==> src/rtl/tcf_consts.svh <==
`ifndef TCF_CONSTS_SVH
`define TCF_CONSTS_SVH
// Register word indices (byte address = index * 4)
`define TCF_IDX_LOW      2'h0
`define TCF_IDX_HIGH     2'h1
`define TCF_IDX_CTRL     2'h2
`define TCF_IDX_STAT     2'h3
// Scheme-select encodings
`define TCF_MODE_BARE    4'h0
`define TCF_MODE_P32     4'h1
`define TCF_MODE_P39     4'h8
`define TCF_MODE_P48     4'h9
// Wide register layout
`define TCF_W64_MODE_HI  63
`define TCF_W64_MODE_LO  60
`define TCF_W64_ASID_HI  59
`define TCF_W64_ASID_LO  44
`define TCF_W64_PPN_HI   43
// Narrow register layout
`define TCF_W32_MODE     31
`define TCF_W32_ASID_HI  30
`define TCF_W32_ASID_LO  22
`define TCF_W32_PPN_HI   21
// Implemented widths
`define TCF_ASID_IMPL    16'h007F
`define TCF_ASID_MAX32   16'h01FF
`define TCF_ASID_MAX64   16'hFFFF
`define TCF_PPN_IMPL     44'h000003FFFFF
// Fence encoding
`define TCF_OP_SYSTEM    7'h73
`define TCF_F3_PRIV      3'h0
`define TCF_F7_FENCE     7'h09
`define TCF_REG_ZERO     5'h00
// Control and status bits
`define TCF_CTRL_W64     0
`define TCF_CTRL_FULL    1
`define TCF_STAT_BUSY    0
`define TCF_STAT_DISC    1
`define TCF_STAT_XLATE   2
`define TCF_CTRL_RESET   2'h1
`endif

==> src/rtl/tcf_pkg.sv <==
package tcf_pkg;
    // Fence sequencer, Gray along idle-drain-flush-done
    typedef enum logic [1:0] {
        tcf_idle  = 2'b00,
        tcf_drain = 2'b01,
        tcf_flush = 2'b11,
        tcf_done  = 2'b10
    } tcf_fence_state_t;
endpackage

==> src/rtl/tcf_translation_control.sv <==
`timescale 1ns/100ps
`include "tcf_consts.svh"
module tcf_translation_control (
    input  wire logic        core_clk,
    input  wire logic        rst_b,
    input  wire logic [31:0] wb_adr_i,
    input  wire logic [31:0] wb_dat_i,
    input  wire logic [3:0]  wb_sel_i,
    input  wire logic        wb_we_i,
    input  wire logic        wb_cyc_i,
    input  wire logic        wb_stb_i,
    output logic      [31:0] wb_dat_o,
    output logic             wb_ack_o,
    input  wire logic        fence_valid,
    input  wire logic [31:0] fence_instr,
    input  wire logic [63:0] fence_vaddr_operand,
    input  wire logic [63:0] fence_space_id_operand,
    output logic             fence_ready,
    output logic             fence_done,
    input  wire logic        stores_drained,
    output logic             flush_req,
    input  wire logic        flush_ack,
    output logic             flush_all_levels,
    output logic             flush_match_space_id,
    output logic [63:0]      flush_vaddr,
    output logic [15:0]      flush_space_id,
    output logic             xlate_active,
    output logic [3:0]       xlate_scheme,
    output logic [43:0]      root_table_page_number,
    output logic [15:0]      xlate_space_id
);

    // Architectural state
    logic [3:0]  mode_q;
    logic [15:0] asid_q;
    logic [43:0] ppn_q;
    logic [31:0] stage_low;
    logic        w64_q;
    logic        full_q;
    logic        discard_q;
    logic        ack_q;
    logic [31:0] rdata_q;
    // Control register reset image
    localparam logic [1:0] ctrl_reset_val = `TCF_CTRL_RESET;
    tcf_pkg::tcf_fence_state_t state;
    tcf_pkg::tcf_fence_state_t next_state;

    // Bus request decode
    wire         wb_req   = wb_cyc_i & wb_stb_i & ~ack_q;
    wire         wb_wr    = wb_req & wb_we_i;
    wire  [1:0]  idx      = wb_adr_i[3:2];
    wire         mapped   = (wb_adr_i[31:4] == 28'h0000000);
    wire         wr_low   = wb_wr & mapped & (idx == `TCF_IDX_LOW);
    wire         wr_high  = wb_wr & mapped & (idx == `TCF_IDX_HIGH);
    wire         wr_ctrl  = wb_wr & mapped & (idx == `TCF_IDX_CTRL);

    // Read-back images for both widths
    wire  [63:0] img64    = {mode_q, asid_q, ppn_q};
    wire  [31:0] img32    = {mode_q[0], asid_q[8:0], ppn_q[21:0]};
    wire  [31:0] rd_low   = w64_q ? img64[31:0] : img32;
    wire  [31:0] rd_high  = w64_q ? img64[63:32] : 32'h00000000;
    wire  [31:0] rd_ctrl  = {30'h00000000, full_q, w64_q};
    wire  [31:0] rd_stat  = {29'h00000000, xlate_active, discard_q,
                             ~fence_ready};
    wire  [31:0] rd_word  = ~mapped              ? 32'h00000000 :
                            idx == `TCF_IDX_LOW  ? rd_low :
                            idx == `TCF_IDX_HIGH ? rd_high :
                            idx == `TCF_IDX_CTRL ? rd_ctrl : rd_stat;

    // Byte-lane merge of write data with the current word
    logic [31:0] wmerge;
    genvar b;
    generate
        for (b = 0; b < 4; b = b + 1)
        begin : g_lane
            assign wmerge[8*b+7:8*b] = wb_sel_i[b] ?
                wb_dat_i[8*b+7:8*b] : rd_word[8*b+7:8*b];
        end
    endgenerate

    // Candidate value: wide commits on high word, narrow on low
    wire         commit   = w64_q ? wr_high : wr_low;
    wire  [63:0] cand     = w64_q ? {wmerge, stage_low}
                                  : {32'h00000000, wmerge};
    wire  [3:0]  c_mode   = w64_q ?
        cand[`TCF_W64_MODE_HI:`TCF_W64_MODE_LO] :
        {3'h0, cand[`TCF_W32_MODE]};
    wire  [15:0] c_asid   = w64_q ?
        cand[`TCF_W64_ASID_HI:`TCF_W64_ASID_LO] :
        {7'h00, cand[`TCF_W32_ASID_HI:`TCF_W32_ASID_LO]};
    wire  [43:0] c_ppn    = w64_q ? cand[`TCF_W64_PPN_HI:0] :
        {22'h000000, cand[`TCF_W32_PPN_HI:0]};

    // Scheme support check
    wire         ok64     = (c_mode == `TCF_MODE_BARE) |
                            (c_mode == `TCF_MODE_P39) |
                            (c_mode == `TCF_MODE_P48);
    wire         ok32     = (c_mode == `TCF_MODE_BARE) |
                            (c_mode == `TCF_MODE_P32);
    wire         supp     = w64_q ? ok64 : ok32;
    wire         take     = commit & supp;

    // Space-id mask: implemented bits, low first, capped
    wire  [15:0] asid_max  = w64_q ? `TCF_ASID_MAX64 : `TCF_ASID_MAX32;
    wire  [15:0] asid_mask = `TCF_ASID_IMPL & asid_max;

    // Next register contents
    wire         w64_chg  = wr_ctrl & (wmerge[`TCF_CTRL_W64] != w64_q);
    wire  [3:0]  next_mode = w64_chg ? `TCF_MODE_BARE :
                             take    ? c_mode : mode_q;
    wire  [15:0] next_asid = take ? (c_asid & asid_mask) : asid_q;
    wire  [43:0] next_ppn  = take ? (c_ppn & `TCF_PPN_IMPL) : ppn_q;

    // Translation control register
    always_ff @(posedge core_clk or negedge rst_b)
    begin
        if (!rst_b)
        begin
            mode_q <= `TCF_MODE_BARE;
            asid_q <= 16'h0000;
            ppn_q  <= 44'h00000000000;
        end
        else
        begin
            mode_q <= next_mode;
            asid_q <= next_asid;
            ppn_q  <= next_ppn;
        end
    end

    // Low-word staging, control and discard status
    always_ff @(posedge core_clk or negedge rst_b)
    begin
        if (!rst_b)
        begin
            stage_low <= 32'h00000000;
            w64_q     <= ctrl_reset_val[`TCF_CTRL_W64];
            full_q    <= ctrl_reset_val[`TCF_CTRL_FULL];
            discard_q <= 1'b0;
        end
        else
        begin
            if (wr_low)
                stage_low <= wmerge;
            if (wr_ctrl)
            begin
                w64_q  <= wmerge[`TCF_CTRL_W64];
                full_q <= wmerge[`TCF_CTRL_FULL];
            end
            if (commit)
                discard_q <= ~supp;
        end
    end

    // Bus answer: ack one cycle after request, data registered
    always_ff @(posedge core_clk or negedge rst_b)
    begin
        if (!rst_b)
        begin
            ack_q   <= 1'b0;
            rdata_q <= 32'h00000000;
        end
        else
        begin
            ack_q   <= wb_req;
            rdata_q <= wb_req ? rd_word : 32'h00000000;
        end
    end
    assign wb_ack_o = ack_q;
    assign wb_dat_o = rdata_q;

    // Translation view: bare mode hides page and id fields
    wire         bare     = (mode_q == `TCF_MODE_BARE);
    always_ff @(posedge core_clk or negedge rst_b)
    begin
        if (!rst_b)
        begin
            xlate_active           <= 1'b0;
            xlate_scheme           <= `TCF_MODE_BARE;
            root_table_page_number <= 44'h00000000000;
            xlate_space_id         <= 16'h0000;
        end
        else
        begin
            xlate_active           <= ~bare;
            xlate_scheme           <= mode_q;
            root_table_page_number <= bare ? 44'h00000000000
                                           : ppn_q;
            xlate_space_id         <= bare ? 16'h0000 : asid_q;
        end
    end

    // Fence instruction decode
    wire  [4:0]  f_rs1    = fence_instr[19:15];
    wire  [4:0]  f_rs2    = fence_instr[24:20];
    wire         is_fence = (fence_instr[6:0] == `TCF_OP_SYSTEM) &
                            (fence_instr[14:12] == `TCF_F3_PRIV) &
                            (fence_instr[11:7] == `TCF_REG_ZERO) &
                            (fence_instr[31:25] == `TCF_F7_FENCE);
    wire         accept   = fence_valid & fence_ready & is_fence;
    wire         va_zero  = (f_rs1 == `TCF_REG_ZERO);
    wire         id_zero  = (f_rs2 == `TCF_REG_ZERO);

    // Fence scope: full option widens to a global flush
    wire         s_all    = va_zero | full_q;
    wire         s_match  = ~id_zero & ~full_q;
    wire  [15:0] s_id     = fence_space_id_operand[15:0] & asid_mask;

    // Fence sequencer: drain stores, flush, report
    always_comb
    begin
        next_state = state;
        unique case (state)
            tcf_pkg::tcf_idle:
                if (accept)
                    next_state = tcf_pkg::tcf_drain;
            tcf_pkg::tcf_drain:
                if (stores_drained)
                    next_state = tcf_pkg::tcf_flush;
            tcf_pkg::tcf_flush:
                if (flush_ack)
                    next_state = tcf_pkg::tcf_done;
            tcf_pkg::tcf_done:
                next_state = tcf_pkg::tcf_idle;
        endcase
    end

    always_ff @(posedge core_clk or negedge rst_b)
    begin
        if (!rst_b)
            state <= tcf_pkg::tcf_idle;
        else
            state <= next_state;
    end

    // Flush scope captured at acceptance
    always_ff @(posedge core_clk or negedge rst_b)
    begin
        if (!rst_b)
        begin
            flush_all_levels     <= 1'b0;
            flush_match_space_id <= 1'b0;
            flush_vaddr          <= 64'h0000000000000000;
            flush_space_id       <= 16'h0000;
        end
        else if (accept)
        begin
            flush_all_levels     <= s_all;
            flush_match_space_id <= s_match;
            flush_vaddr          <= s_all ? 64'h0000000000000000
                                          : fence_vaddr_operand;
            flush_space_id       <= s_match ? s_id : 16'h0000;
        end
    end

    // Handshake outputs
    assign fence_ready = (state == tcf_pkg::tcf_idle);
    assign flush_req   = (state == tcf_pkg::tcf_flush);
    assign fence_done  = (state == tcf_pkg::tcf_done);
endmodule // tcf_translation_control

==> config.mk <==
export PLATFORM = sky130hd
export DESIGN_NAME = tcf_translation_control
export DESIGN_NICKNAME = d
export VERILOG_FILES = /design/src/rtl/tcf_pkg.sv /design/src/rtl/tcf_translation_control.sv
export VERILOG_INCLUDE_DIRS = /design/src /design/src/rtl
export SDC_FILE = /design/constraint.sdc
export NUM_CORES = 1
export LEC_CHECK = 0
export BUFFER_PORTS_ARGS = -buffer_cell sky130_fd_sc_hd__buf_2
export CAP_MARGIN = 5
export CORE_AREA = 2 2 164 166
export DETAILED_ROUTE_END_ITERATION = 8
export DIE_AREA = 0 0 166 168
export GPL_ROUTABILITY_DRIVEN = 1
export SLEW_MARGIN = 20
export SYNTH_ARGS = -nofsm -noshare
export SYNTH_HDL_FRONTEND = slang
export SYNTH_SLANG_ARGS = --single-unit
export TNS_END_PERCENT = 5
==> constraint.sdc <==
create_clock -name core_clk -period 2.2 [get_ports core_clk]
set_clock_uncertainty 0.2 [all_clocks]
set_input_delay 0.11 -clock core_clk [delete_from_list [all_inputs] [get_ports core_clk]]
set_output_delay 0.11 -clock core_clk [all_outputs]
set_load 0.02 [all_outputs]
-- Word level (Yosys, flattened, before mapping)
Cells that the tools add are included.
- eq/ne operators: 14
- muxes and demuxes: 26
- bitwise logic cells: 27
- reductions and logical operators: 11
- operators by type and width (operator ; count):
    32-bit two-way mux ; 6
    64-bit two-way mux ; 2
    16-bit two-way mux ; 3
    16-bit by 7-bit bitwise AND with 16-bit output, second input constant ; 2
    8-bit two-way mux ; 4
    28-bit logical NOT ; 1
    22-bit two-way mux ; 1
    1-bit bitwise AND ; 15
    5-bit logical NOT ; 3
    4-bit two-way mux ; 3
    4-bit equality test, second input constant ; 2
    4-bit logical NOT ; 2
    2-bit case mux with 4 select lines ; 1
    7-bit by 4-bit equality test with 1-bit output, second input constant ; 1
    7-bit equality test, second input constant ; 1
    2-bit equality test, second input constant ; 3
    2-bit two-way mux ; 3
    1-bit inverter ; 6
    2-bit by 1-bit equality test with 1-bit output, second input constant ; 2
    4-bit by 1-bit equality test with 1-bit output, second input constant ; 1
    2-bit logical NOT ; 2
    2-bit by 1-bit != test with 1-bit output, second input constant ; 2
    1-bit OR ; 4
    3-bit logical NOT ; 1
    6 further kinds ; 7
- flip-flop bits (word level): 237
- logic and storage cells: 96

-- Longest topological paths before layout
Gate-level depths: netlist of run 1.
- depth after elaboration: 16
- mapped depth: 9
- depth with buffers taken out: 7

-- Worst setup path after synthesis of run 1
OpenSTA, ideal clock, no wires.
- path type: reg2reg
- start: reg mode_q[0]
- end: reg ppn_q[12]
- arrival: 1.820 ns
- required time: 1.875 ns
- slack: 0.056 ns
- cell stages (with the launch flop): 7
- path buffers: 1
- cell sequence: dfrtp_1 nor2b_1 o311a_1 o211ai_1 nor4bb_1 buf_2 mux2_2
- cells in the longest elaborated chain, start to end: 12
- elaborated cells between the ends (all ways): 17
- classes of those cells: 3 x eq/ne; 9 x mux; 4 x bitwise; 1 x reduce/logical
- RTL lines (element ; line ; source):
    from (decl) ; tcf_translation_control.sv:34 ; logic [3:0] mode_q;
    from (signal assigned) ; tcf_translation_control.sv:119 ; mode_q <= `TCF_MODE_BARE;
    from (signal assigned) ; tcf_translation_control.sv:125 ; mode_q <= next_mode;
    32-bit two-way mux ; tcf_translation_control.sv:61 ; wire [31:0] rd_high = w64_q ? img64[63:32] : 32'h00000000;
    32-bit two-way mux ; tcf_translation_control.sv:67 ; idx == `TCF_IDX_HIGH ? rd_high :
    32-bit two-way mux (*) ; tcf_translation_control.sv:66 ; idx == `TCF_IDX_LOW ? rd_low :
    32-bit two-way mux (*) ; tcf_translation_control.sv:65 ; wire [31:0] rd_word = ~mapped ? 32'h00000000 :
    8-bit two-way mux (*) ; tcf_translation_control.sv:76 ; assign wmerge[8*b+7:8*b] = wb_sel_i[b] ?
    64-bit two-way mux (*) ; tcf_translation_control.sv:83 ; wire [63:0] cand = w64_q ? {wmerge, stage_low}
    4-bit two-way mux (*) ; tcf_translation_control.sv:85 ; wire [3:0] c_mode = w64_q ?
    4-bit equality test (no source line) / 4-bit logical NOT (equally long branches) ; -- ;
    1-bit OR (2 in a row) ; tcf_translation_control.sv:95 ; wire ok64 = (c_mode == `TCF_MODE_BARE) |
    1-bit two-way mux (*) ; tcf_translation_control.sv:100 ; wire supp = w64_q ? ok64 : ok32;
    1-bit bitwise AND (*) ; tcf_translation_control.sv:101 ; wire take = commit & supp;
    to (signal assigned) ; tcf_translation_control.sv:127 ; ppn_q <= next_ppn;
    to (decl) ; tcf_translation_control.sv:36 ; logic [43:0] ppn_q;
Every way passes the cells marked *; elsewhere a longest branch is shown, timed or not.
A chain may end at the register's enable or synchronous reset.

-- Worst setup path in the final report of run 1
- start: reg mode_q[0]
- end: reg ppn_q[15]
Same word-level chain as after synthesis.

==> reports/qor.txt, run 1 <==
Crit path required time -> 2380 ps
CTS tree -> built
Post-synthesis sequential area ratio -> 58.84%
Commonest non-fill, non-tap cell in the layout -> buf_2
RePlAce Congestion -> 0.7966
Power Internal -> 5.629 mW
Clock Sinks -> 200
Placed inst area -> 10660 sq um
Finished Cell Area -> 12460 sq um
Pin count of the biggest net entering global routing -> 69
Hold Crit Start -> wb_dat_i[31]
Via Count -> 7349
Max incr delay on CP -> 390 ps
Diode count -> 0
Clock Power Share -> 42.8%
Final setup violation count -> 4
Dpl ws -> -101.1 ps
Post-synth top area cell -> dfrtp_1
IO buf count -> 319
CP startpoint kind -> flop
Switching part of the total -> 25.48%
FF-to-FF Start -> mode_q[0]$_DFFE_PN0P_
Initial core utilization -> 32.29%
Leakage -> 6.443 nW
Logic pwr share -> 8.5%
Slew @ Worst Pin -> 707.2 ps
WL/cell -> 17.46 microns
Worst relative slew slack -> 52.86%
Post-Synthesis Cells -> 764
Distinct cells, synth -> 57
Synth async-reset ratio -> 100.0%
Net Switching -> 1.924 mW
Vias in the first global route -> 7508
Total congestion overflow -> 0
Cell Area, Synth -> 8508 sq um
Die Ht -> 168 microns
Post-synth top area share -> 58.53%
DP HPWL -> 18350 microns
Residual DRC count -> 0
Via/cell ratio -> 4.711
Most frequent cells in the layout -> 318 x buf_2, 199 x dfrtp_1, 107 x dlygate4sd3_1, 75 x a22o_1, 69 x nand2_1
Endpoints failing hold -> 0
Crit end category -> flop
Setup TNS Final -> -53.75 ps
Clock Latency Late Sink -> 430 ps
RSZ-0062 raised after global routing -> yes
CP Class -> reg -> reg
Final WS setup -> -21.95 ps
Critical Path Fanout Max -> 23
Initial antenna violation count -> 1
Die area -> 27890 sq um
Failing checks -> setup timing
Max Fclk -> 0.4501 GHz
#FFs+latches synth -> 200
Final ANT Viol Nets -> 0
Die extent in x -> 166 microns
Status -> finished with violations
CTS Buffer Depth -> 2
Number of synthesized flops with an enable pin -> 0
Main area contributors after synthesis -> dfrtp_1 59%, a22o_1 7.7%, buf_4 3.6%
Hold WS -> 26.65 ps
Tot GR Track Use -> 18.99%
H-tree levels -> 4
Site row count -> 60
MaxCap Viol Count -> 0
Seq pwr share -> 48.7%
Nets -> 1443
Iter 0 DRT Violations -> 480
Critical path cell sequence -> nor2b_1 -> o311a_1 -> o211ai_1 -> buf_4 -> nand4bb_4 -> buf_12 -> a211oi_1 -> a21o_1
Crit path from -> mode_q[0]$_DFFE_PN0P_
Period minus WS final -> 2222 ps
Most used DFF post-synth -> dfrtp_1
Core area -> 26350 sq um
Avg Cell Area, Syn -> 11.14 sq um
Drt pass-1 iters -> 4
Critical path's slowest cell -> dfrtp_1
Layout cells sized above 1 -> 36.26%
Reg2Reg Setup Slack -> -20 ps
Final Cycle Share -> 101.0%
Clk slew on worst S/H paths -> 80 ps
CTS root buffer -> clkbuf_16
Num ports -> 419
Total Power -> 7.553 mW
WP data arrival -> 2400 ps
Total wire length -> 27240 microns
Pins Over Slew Limit -> 0
Hold WC Path Type -> in -> reg
Global-route wire length before repair -> 41800 microns
Yosys warnings -> 0
Total CTS buffers -> 17
Pwr/cell area -> 606.2 nW/um^2
Max VDD drop -> 0.0004553 V
Area Growth Syn to Fin -> 46.44%
==> final timing paths <==
check,end,cells after the start
worst max-delay path,ppn_q[15]$_DFFE_PN0P_,8
worst min-delay path,mode_q[3]$_DFFE_PN0P_,5
worst max register to register,ppn_q[15]$_DFFE_PN0P_,8
worst min register to register,flush_match_space_id$_DFFE_PN0P_,1
max in group asynchronous,w64_q$_DFFE_PN1P_,3
min in group asynchronous,root_table_page_number[12]$_DFF_PN0_,2
==> worst max-delay path, delay by kind of cell, from the launching register on <==
family / cells / cell delay [ps]
flip-flops: 1 / 390
AND/OR/NAND/NOR: 2 / 320
AO/OA/AOI/OAI: 4 / 830
buffers and inverters: 2 / 410
==> power groups by stage <==
stage	registers (mW)	logic [mW]	clock network (mW)
floorplan	3.76	0.212	0
global placement	3.75	0.478	0
detailed placement	3.75	0.482	0
CTS	3.68	0.638	3.33
global route	3.68	0.702	3.49
finish	3.68	0.643	3.23
==> routing by layer <==
layer	share of wire, %	up-vias	GRT usage [%]
met3	5.3	24	3.479
met2	51	274	33.18
met5	0	-	0
li1	-	3490	-
met4	1.4	0	4.121
met1	42	3561	24.70
==> repair_timing <==
item,4_1_cts,5_1_grt
hold buffers,107,0
resized for setup,3,7
gates cloned,0,2
pin swaps,2,3
hold endpoints to repair,321,0
setup buffers,0,3
endpoints found under the setup margin,6,30
==> logic make-up (layout without fill, tap and decap cells) <==
logic type / Yosys count / count (layout) / synth area share (%)
DFF: 200 / 200 / 58.84
and+or+nand+nor: 245 / 245 / 15.75
AOI/OAI and AO/OA: 195 / 195 / 16.65
other: 1 / 40 / 0.04408
muxes: 13 / 13 / 1.618
buffers and inverters: 108 / 524 / 6.897
xor gates and xnor gates: 2 / 2 / 0.2059
==> cell usage after synthesis, drive strengths merged, types with 5 or more instances <==
master	n
a21o	9
a21oi	46
a22o	75
and2	22
buf	62
clkbuf	32
dfrtp	199
inv	14
mux2	6
mux2i	7
nand2	69
nand3	12
nor2	60
nor2b	25
nor3	5
nor3b	12
nor4	10
o21ai	26
o22ai	12
o31a	6
o31ai	5
or4	7
==> metrics by stage <==
stage	util [%]	cells
floorplan	-	803
global placement	40.44	1417
detailed placement	40.44	1417
CTS	46.87	1555
global route	47.28	1560
finish	47.28	1560
==> layout make-up <==
cell class                 instances  area (sq um)
fill                            2425         13890
sequential                       200          5006
timing repair buffer             479          3236
multi-input combinational        495          3129
tap                              341         426.7
clock buffer                      17         425.4
clock inverter                    14         183.9
inverter                          14         52.55
==> sequential cells by signal (all words and copies together), names as in the netlist, 2 cells and up <==
| signal | count |
|---|---|
| asid_q | 7 |
| flush_space_id | 7 |
| flush_vaddr | 64 |
| mode_q | 4 |
| ppn_q | 22 |
| root_table_page_number | 22 |
| stage_low | 22 |
| state | 2 |
| wb_dat_o | 32 |
| xlate_scheme | 4 |
| xlate_space_id | 7 |
Power figures use the tool's default switching activity.
==> inputs of run 2 (changes only) <==
Settings changed: BUFFER_PORTS_ARGS -buffer_cell sky130_fd_sc_hd__buf_2 to not set, DONT_BUFFER_PORTS set to 1.
==> reports/qor.txt, run 2 (synthesis results as in run 1) <==
Met1 Usage GRT -> 21.91%
Vias in the first global route -> 6507
DP HPWL -> 16810 microns
Net Switching -> 1.856 mW
Die area -> 27890 sq um
Layout cells sized above 1 -> 12.53%
Crit-path leading delay family -> compound AO/OA/AOI/OAI gates
Power Internal -> 5.438 mW
Pwr/cell area -> 663.1 nW/um^2
Initial antenna violation count -> 4
Most frequent CP cell -> buf_4
Status -> finished with violations
Total wire length -> 25820 microns
Final Cycle Share -> 101.2%
Hold WS -> -837.1 ps
Iter 0 DRT Violations -> 381
Endpoints failing hold -> 201
Pins Over Slew Limit -> 0
Setup TNS Final -> -51.01 ps
Clock Sinks -> 200
Met2 global-route usage -> 30.72%
Total congestion overflow -> 0
Critical path cell sequence -> nor2b_1 -> o311a_1 -> o211ai_1 -> buf_4 -> nor4bb_4 -> buf_4 -> mux2_4
Critical Path Fanout Max -> 4
Leakage -> 5.031 nW
Pin count of the biggest net entering global routing -> 201
Commonest non-fill, non-tap cell in the layout -> dfrtp_1
CP Class -> reg -> reg
Slew @ Worst Pin -> 875.5 ps
Clock Power Share -> 44.0%
MaxCap Viol Count -> 0
Reg2Reg Setup Slack -> -30 ps
Max incr delay on CP -> 380 ps
Most frequent cells in the layout -> 199 x dfrtp_1, 132 x dlygate4sd3_1, 75 x a22o_1, 68 x nand2_1, 56 x nor2_1
Dpl ws -> -79.15 ps
Switching part of the total -> 25.44%
CP startpoint kind -> flop
Via Count -> 6394
Max VDD drop -> 0.0004321 V
Residual DRC count -> 0
Period minus WS final -> 2226 ps
Initial core utilization -> 32.29%
WP data arrival -> 2350 ps
Max Fclk -> 0.4493 GHz
Final setup violation count -> 2
Clock Latency Late Sink -> 430 ps
Site row count -> 60
Total CTS buffers -> 17
Final WS setup -> -25.65 ps
Area Growth Syn to Fin -> 29.26%
CTS root buffer -> clkbuf_16
Die Ht -> 168 microns
Crit end category -> flop
Clk slew on worst S/H paths -> 90 ps
Seq pwr share -> 50.5%
Max FFs per register -> 64
Crit path required time -> 2320 ps
Critical path's slowest cell -> dfrtp_1
Die extent in x -> 166 microns
Num ports -> 419
Hold WC Path Type -> in -> async
Worst path bufs/invs -> 2
RePlAce Congestion -> 0.7740
# hold bufs at CTS -> 134
IO buf count -> 0
RSZ-0062 raised after global routing -> yes
Gr busiest metal -> met2
Logic pwr share -> 5.6%
WL/cell -> 20.44 microns
Core area -> 26350 sq um
Tot GR Track Use -> 17.91%
H-tree levels -> 4
Failing checks -> hold timing, setup timing
Via/cell ratio -> 5.063
Nets -> 1141
CTS Buffer Depth -> 2
Grt met3 use -> 4.349%
Drt pass-1 iters -> 6
Largest reg by FF count -> flush_vaddr
Global-route wire length before repair -> 38900 microns
CTS tree -> built
Final ANT Viol Nets -> 0
Worst relative slew slack -> 41.44%
run 2: cell count changes in the layout (fill, tap and decap cells not counted), sizes merged, moves of 2 or more:
cell          delta
buf            -328
dlygate4sd3     +25
clkinv           -4
diode            +4
inv              +4
dlymetal6s4s     +2
run 2: final timing paths:
check / startpoint / to / cells past startpoint
min: rst_b / root_table_page_number[12]$_DFF_PN0_ / 0
min in group core_clk: wb_adr_i[8] / w64_q$_DFFE_PN1P_ / 5
min reg2reg: ppn_q[17]$_DFFE_PN0P_ / ppn_q[17]$_DFFE_PN0P_ / 1
max: mode_q[0]$_DFFE_PN0P_ / ppn_q[13]$_DFFE_PN0P_ / 7
max in group asynchronous: rst_b / w64_q$_DFFE_PN1P_ / 0
max reg2reg: mode_q[0]$_DFFE_PN0P_ / ppn_q[13]$_DFFE_PN0P_ / 7
run 2: worst register-to-register path, cell delays in order (launching register included):
cell and delay [ps]:
dfrtp_1 380, nor2b_1 130, o311a_1 290, o211ai_1 240, buf_4 160, nor4bb_4 220
buf_4 210, mux2_4 300
run 2: power by group through the flow:
stage / logic [mW] / registers, mW / clock network, mW
floorplan: 0.212 / 3.76 / 0
finish: 0.407 / 3.68 / 3.21
detailed placement: 0.183 / 3.75 / 0
global route: 0.433 / 3.68 / 3.46
global placement: 0.182 / 3.75 / 0
CTS: 0.396 / 3.68 / 3.31
run 2: what timing repair did:
action / in CTS / in global routing
endpoints found under the hold margin: 347 / 201
endpoints found under the setup margin: 7 / 22
pin swaps: 1 / 6
setup buffers: 0 / 1
gates resized for setup: 1 / 15
cloned: 0 / 1
run 2: final cells by class:
cell class,instances,area (sq um)
flip-flops and latches,200,5006
well taps,341,426.7
repair buffers,177,1757
multi-input cells,495,3146
diodes,4,10.01
inverters,14,52.55
fillers,2447,15350
clock inverters,14,171.4
clock buffers,18,429.2
run 2: routing by layer:
metal | vias up | part of all wire (%)
met4 | 0 | 2.4
met1 | 3183 | 40
met2 | 290 | 51
li1 | 2898 | -
met5 | - | 0
met3 | 23 | 6.5
run 2: stage by stage:
stage | cell area [sq um] | total power [mW] | utilization, % | instances
floorplan | 8655 | 3.968 | - | 803
global placement | 8940 | 3.936 | 33.93 | 1091
detailed placement | 8940 | 3.937 | 33.93 | 1091
CTS | 10890 | 7.387 | 41.33 | 1257
global route | 11000 | 7.572 | 41.74 | 1263
finish | 11000 | 7.293 | 41.74 | 1263
==> inputs of run 3 (changes only) <==
Settings changed: ABC_AREA set to 1, CORE_AREA 2 2 164 166 to 2 2 161 163, DIE_AREA 0 0 166 168 to 0 0 163 165.
==> reports/qor.txt, run 3 <==
Status -> finished with violations
Failing checks -> hold timing, setup timing
Crit-path leading delay family -> buffers and inverters
Final ANT Viol Nets -> 0
RSZ-0062 raised after global routing -> yes
CP Class -> in -> reg
Post-synthesis sequential area ratio -> 54.27%
RePlAce Congestion -> 0.8350
Period minus WS final -> 2228 ps
Most frequent CP cell -> dlygate4sd3_1
Total CTS buffers -> 17
CP startpoint kind -> primary input
Max incr delay on CP -> 590 ps
Distinct cells, synth -> 41
Critical path's slowest cell -> dlygate4sd3_1
Hold WC Path Type -> in -> async
Sequential cell area -> 5006 sq um
FF-to-FF Start -> state[0]$_DFFE_PN0P_
Vias in the first global route -> 7202
H-tree levels -> 4
Nets -> 1405
Worst R2R Path Depth -> 7
Core area -> 25040 sq um
Global-route wire length before repair -> 40460 microns
Max VDD drop -> 0.0003500 V
WL/cell -> 18.01 microns
Layout cells sized above 1 -> 11.25%
Iter 0 DRT Violations -> 567
Pins Over Slew Limit -> 0
Post-synth top area share -> 53.98%
Crit end category -> flop
IO buf count -> 0
CTS Buffer Depth -> 2
Post-Synthesis Cells -> 1040
Cell Area, Synth -> 9225 sq um
Most used DFF post-synth -> dfrtp_1
Endpoints failing hold -> 200
Max Fclk -> 0.4488 GHz
Synth top cells by count -> 230 x nand2_1, 199 x dfrtp_1, 141 x inv_1
Final WS setup -> -28.13 ps
Commonest non-fill, non-tap cell in the layout -> nand2_1
Site row count -> 58
Dpl ws -> 92.50 ps
Die extent in x -> 163 microns
Yosys warnings -> 0
Max FFs per register -> 64
Slew @ Worst Pin -> 568.7 ps
Largest reg by FF count -> flush_vaddr
Area Growth Syn to Fin -> 24.51%
Total congestion overflow -> 0
Initial core utilization -> 36.85%
Pin count of the biggest net entering global routing -> 201
Post-synth top area cell -> dfrtp_1
Critical path cell sequence -> dlygate4sd3_1 -> nor3_1 -> dlygate4sd3_1 -> nand2_1 -> dlygate4sd3_1 -> nand3_2 -> o21ai_0
Initial antenna violation count -> 4
Die area -> 26900 sq um
CTS tree -> built
Most frequent cells in the layout -> 226 x nand2_1, 199 x dfrtp_1, 141 x inv_1, 131 x dlygate4sd3_1, 103 x nor2_1
Tot GR Track Use -> 19.64%
Number of synthesized flops with an enable pin -> 0
Worst relative slew slack -> 61.96%
Via/cell ratio -> 4.786
Die Ht -> 165 microns
WP data arrival -> 2320 ps
Critical Path Fanout Max -> 8
Crit path required time -> 2290 ps
Clock Latency Late Sink -> 420 ps
Count leader, synth -> nand2_1
MaxCap Viol Count -> 0
Drt pass-1 iters -> 5
Clock Sinks -> 200
Main area contributors after synthesis -> dfrtp_1 54%, nand2_1 9.4%, inv_1 5.7%
Via Count -> 7261
#FFs+latches synth -> 200
Reg2Reg Setup Slack -> 50 ps
CTS root buffer -> clkbuf_16
Synth async-reset ratio -> 100.0%
Leakage -> 5.688 nW
FF-to-FF End -> flush_vaddr[18]$_DFFE_PN0P_
Final Cycle Share -> 101.3%
Pwr/cell area -> 652.6 nW/um^2
DP HPWL -> 17230 microns
Worst path bufs/invs -> 3
Clk slew on worst S/H paths -> 80 ps
Hold WS -> -820.0 ps
Total wire length -> 27320 microns
Finished Layout Cells -> 1517
Final setup violation count -> 4
Multi-input gate area -> 3273 sq um
Residual DRC count -> 0
Placed insts -> 1342
Avg Cell Area, Syn -> 8.870 sq um
Fillcell total -> 2334
Num ports -> 419
==> run 3: cell types whose count changed after synthesis, moves of 21 or more <==
| cell | previous run | this run |
|---|---|---|
| nor2b_1 | 25 | 0 |
| nand2_1 | 69 | 230 |
| nor2_1 | 57 | 104 |
| a22o_1 | 75 | 0 |
| and2_1 | 22 | 1 |
| inv_1 | 14 | 141 |
| o21ai_2 | 0 | 30 |
| a21oi_1 | 46 | 24 |
| o21ai_0 | 13 | 88 |
==> run 3: logic make-up after synthesis <==
kind of cell / after synthesis / share of synthesized area, %
DFF: 200 / 54.27
muxes: 25 / 2.984
buffers and inverters: 232 / 12.45
other: 1 / 0.04065
AOI/OAI and AO/OA: 180 / 11.73
and+or+nand+nor: 402 / 18.53
==> run 3: what timing repair did <==
item                                    CTS  global route
endpoints found under the setup margin    0            85
endpoints found under the hold margin   362           201
resized for setup                         0            22
buffers inserted                          0             1
hold buffers                            132             4
==> run 3: stage by stage <==
| step | area [sq um] | total power [mW] | TNS [ps] | util (%) | hold slack [ps] |
|---|---|---|---|---|---|
| final | 11490 | 7.496 | -73.62 | 45.88 | -820.0 |
| after global routing | 11480 | 7.780 | -242.6 | 45.87 | -858.5 |
| after CTS | 11340 | 7.558 | 0 | 45.29 | -856.8 |
| after detailed placement | 9435 | 4.188 | 0 | 37.69 | -379.1 |
| after global placement | 9435 | 4.182 | 0 | 37.69 | -378.1 |
| after floorplan | 9371 | 4.128 | 0 | - | -385.6 |
==> run 3: area by class of cell <==
cell class / instances / area share, %
inverters: 144 / 4.706
flip-flops and latches: 200 / 43.58
clock buffers: 19 / 3.769
well taps: 330 / 3.595
repair buffers: 159 / 14.44
diodes: 5 / 0.1089
clock inverters: 13 / 1.296
multi-input cells: 647 / 28.50
==> run 3: how the worst max path moves through the flow <==
stage | endpoint | from | depth (start not counted) | slack, ps
2_1_floorplan | flush_vaddr[28]$_DFFE_PN0P_ | state[1]$_DFFE_PN0P_ | 10 | 260
3_3_place_gp | ppn_q[10]$_DFFE_PN0P_ | wb_adr_i[28] | 11 | 110
3_5_place_dp | ppn_q[10]$_DFFE_PN0P_ | wb_adr_i[28] | 11 | 90
4_1_cts | ppn_q[18]$_DFFE_PN0P_ | wb_adr_i[11] | 15 | 20
5_1_grt | ppn_q[10]$_DFFE_PN0P_ | wb_adr_i[26] | 10 | -20
6_report | flush_space_id[3]$_DFFE_PN0P_ | fence_instr[24] | 7 | -30
==> run 3: where the power goes <==
group / total, mW / leakage, nW / internal, mW / switching [mW]
logic: 0.632 / 2.65 / 0.267 / 0.364
clock network: 3.15 / 0.283 / 1.63 / 1.53
registers: 3.71 / 2.75 / 3.69 / 0.0185
==> run 3: layer usage <==
metal / GRT usage (%) / routed length [microns]
met2: 34.69 / 13770
met4: 6.154 / 655
met1: 22.74 / 10840
met3: 6.228 / 2053
met5: 0 / 0
==> run 3: worst register-to-register path, stage by stage, from the launching register on <==
cell	delay [ps]
dfrtp_1	410
inv_1	90
nand2_1	90
nor4_2	360
nor3b_4	310
nand3_2	160
buf_12	210
o21ai_0	230
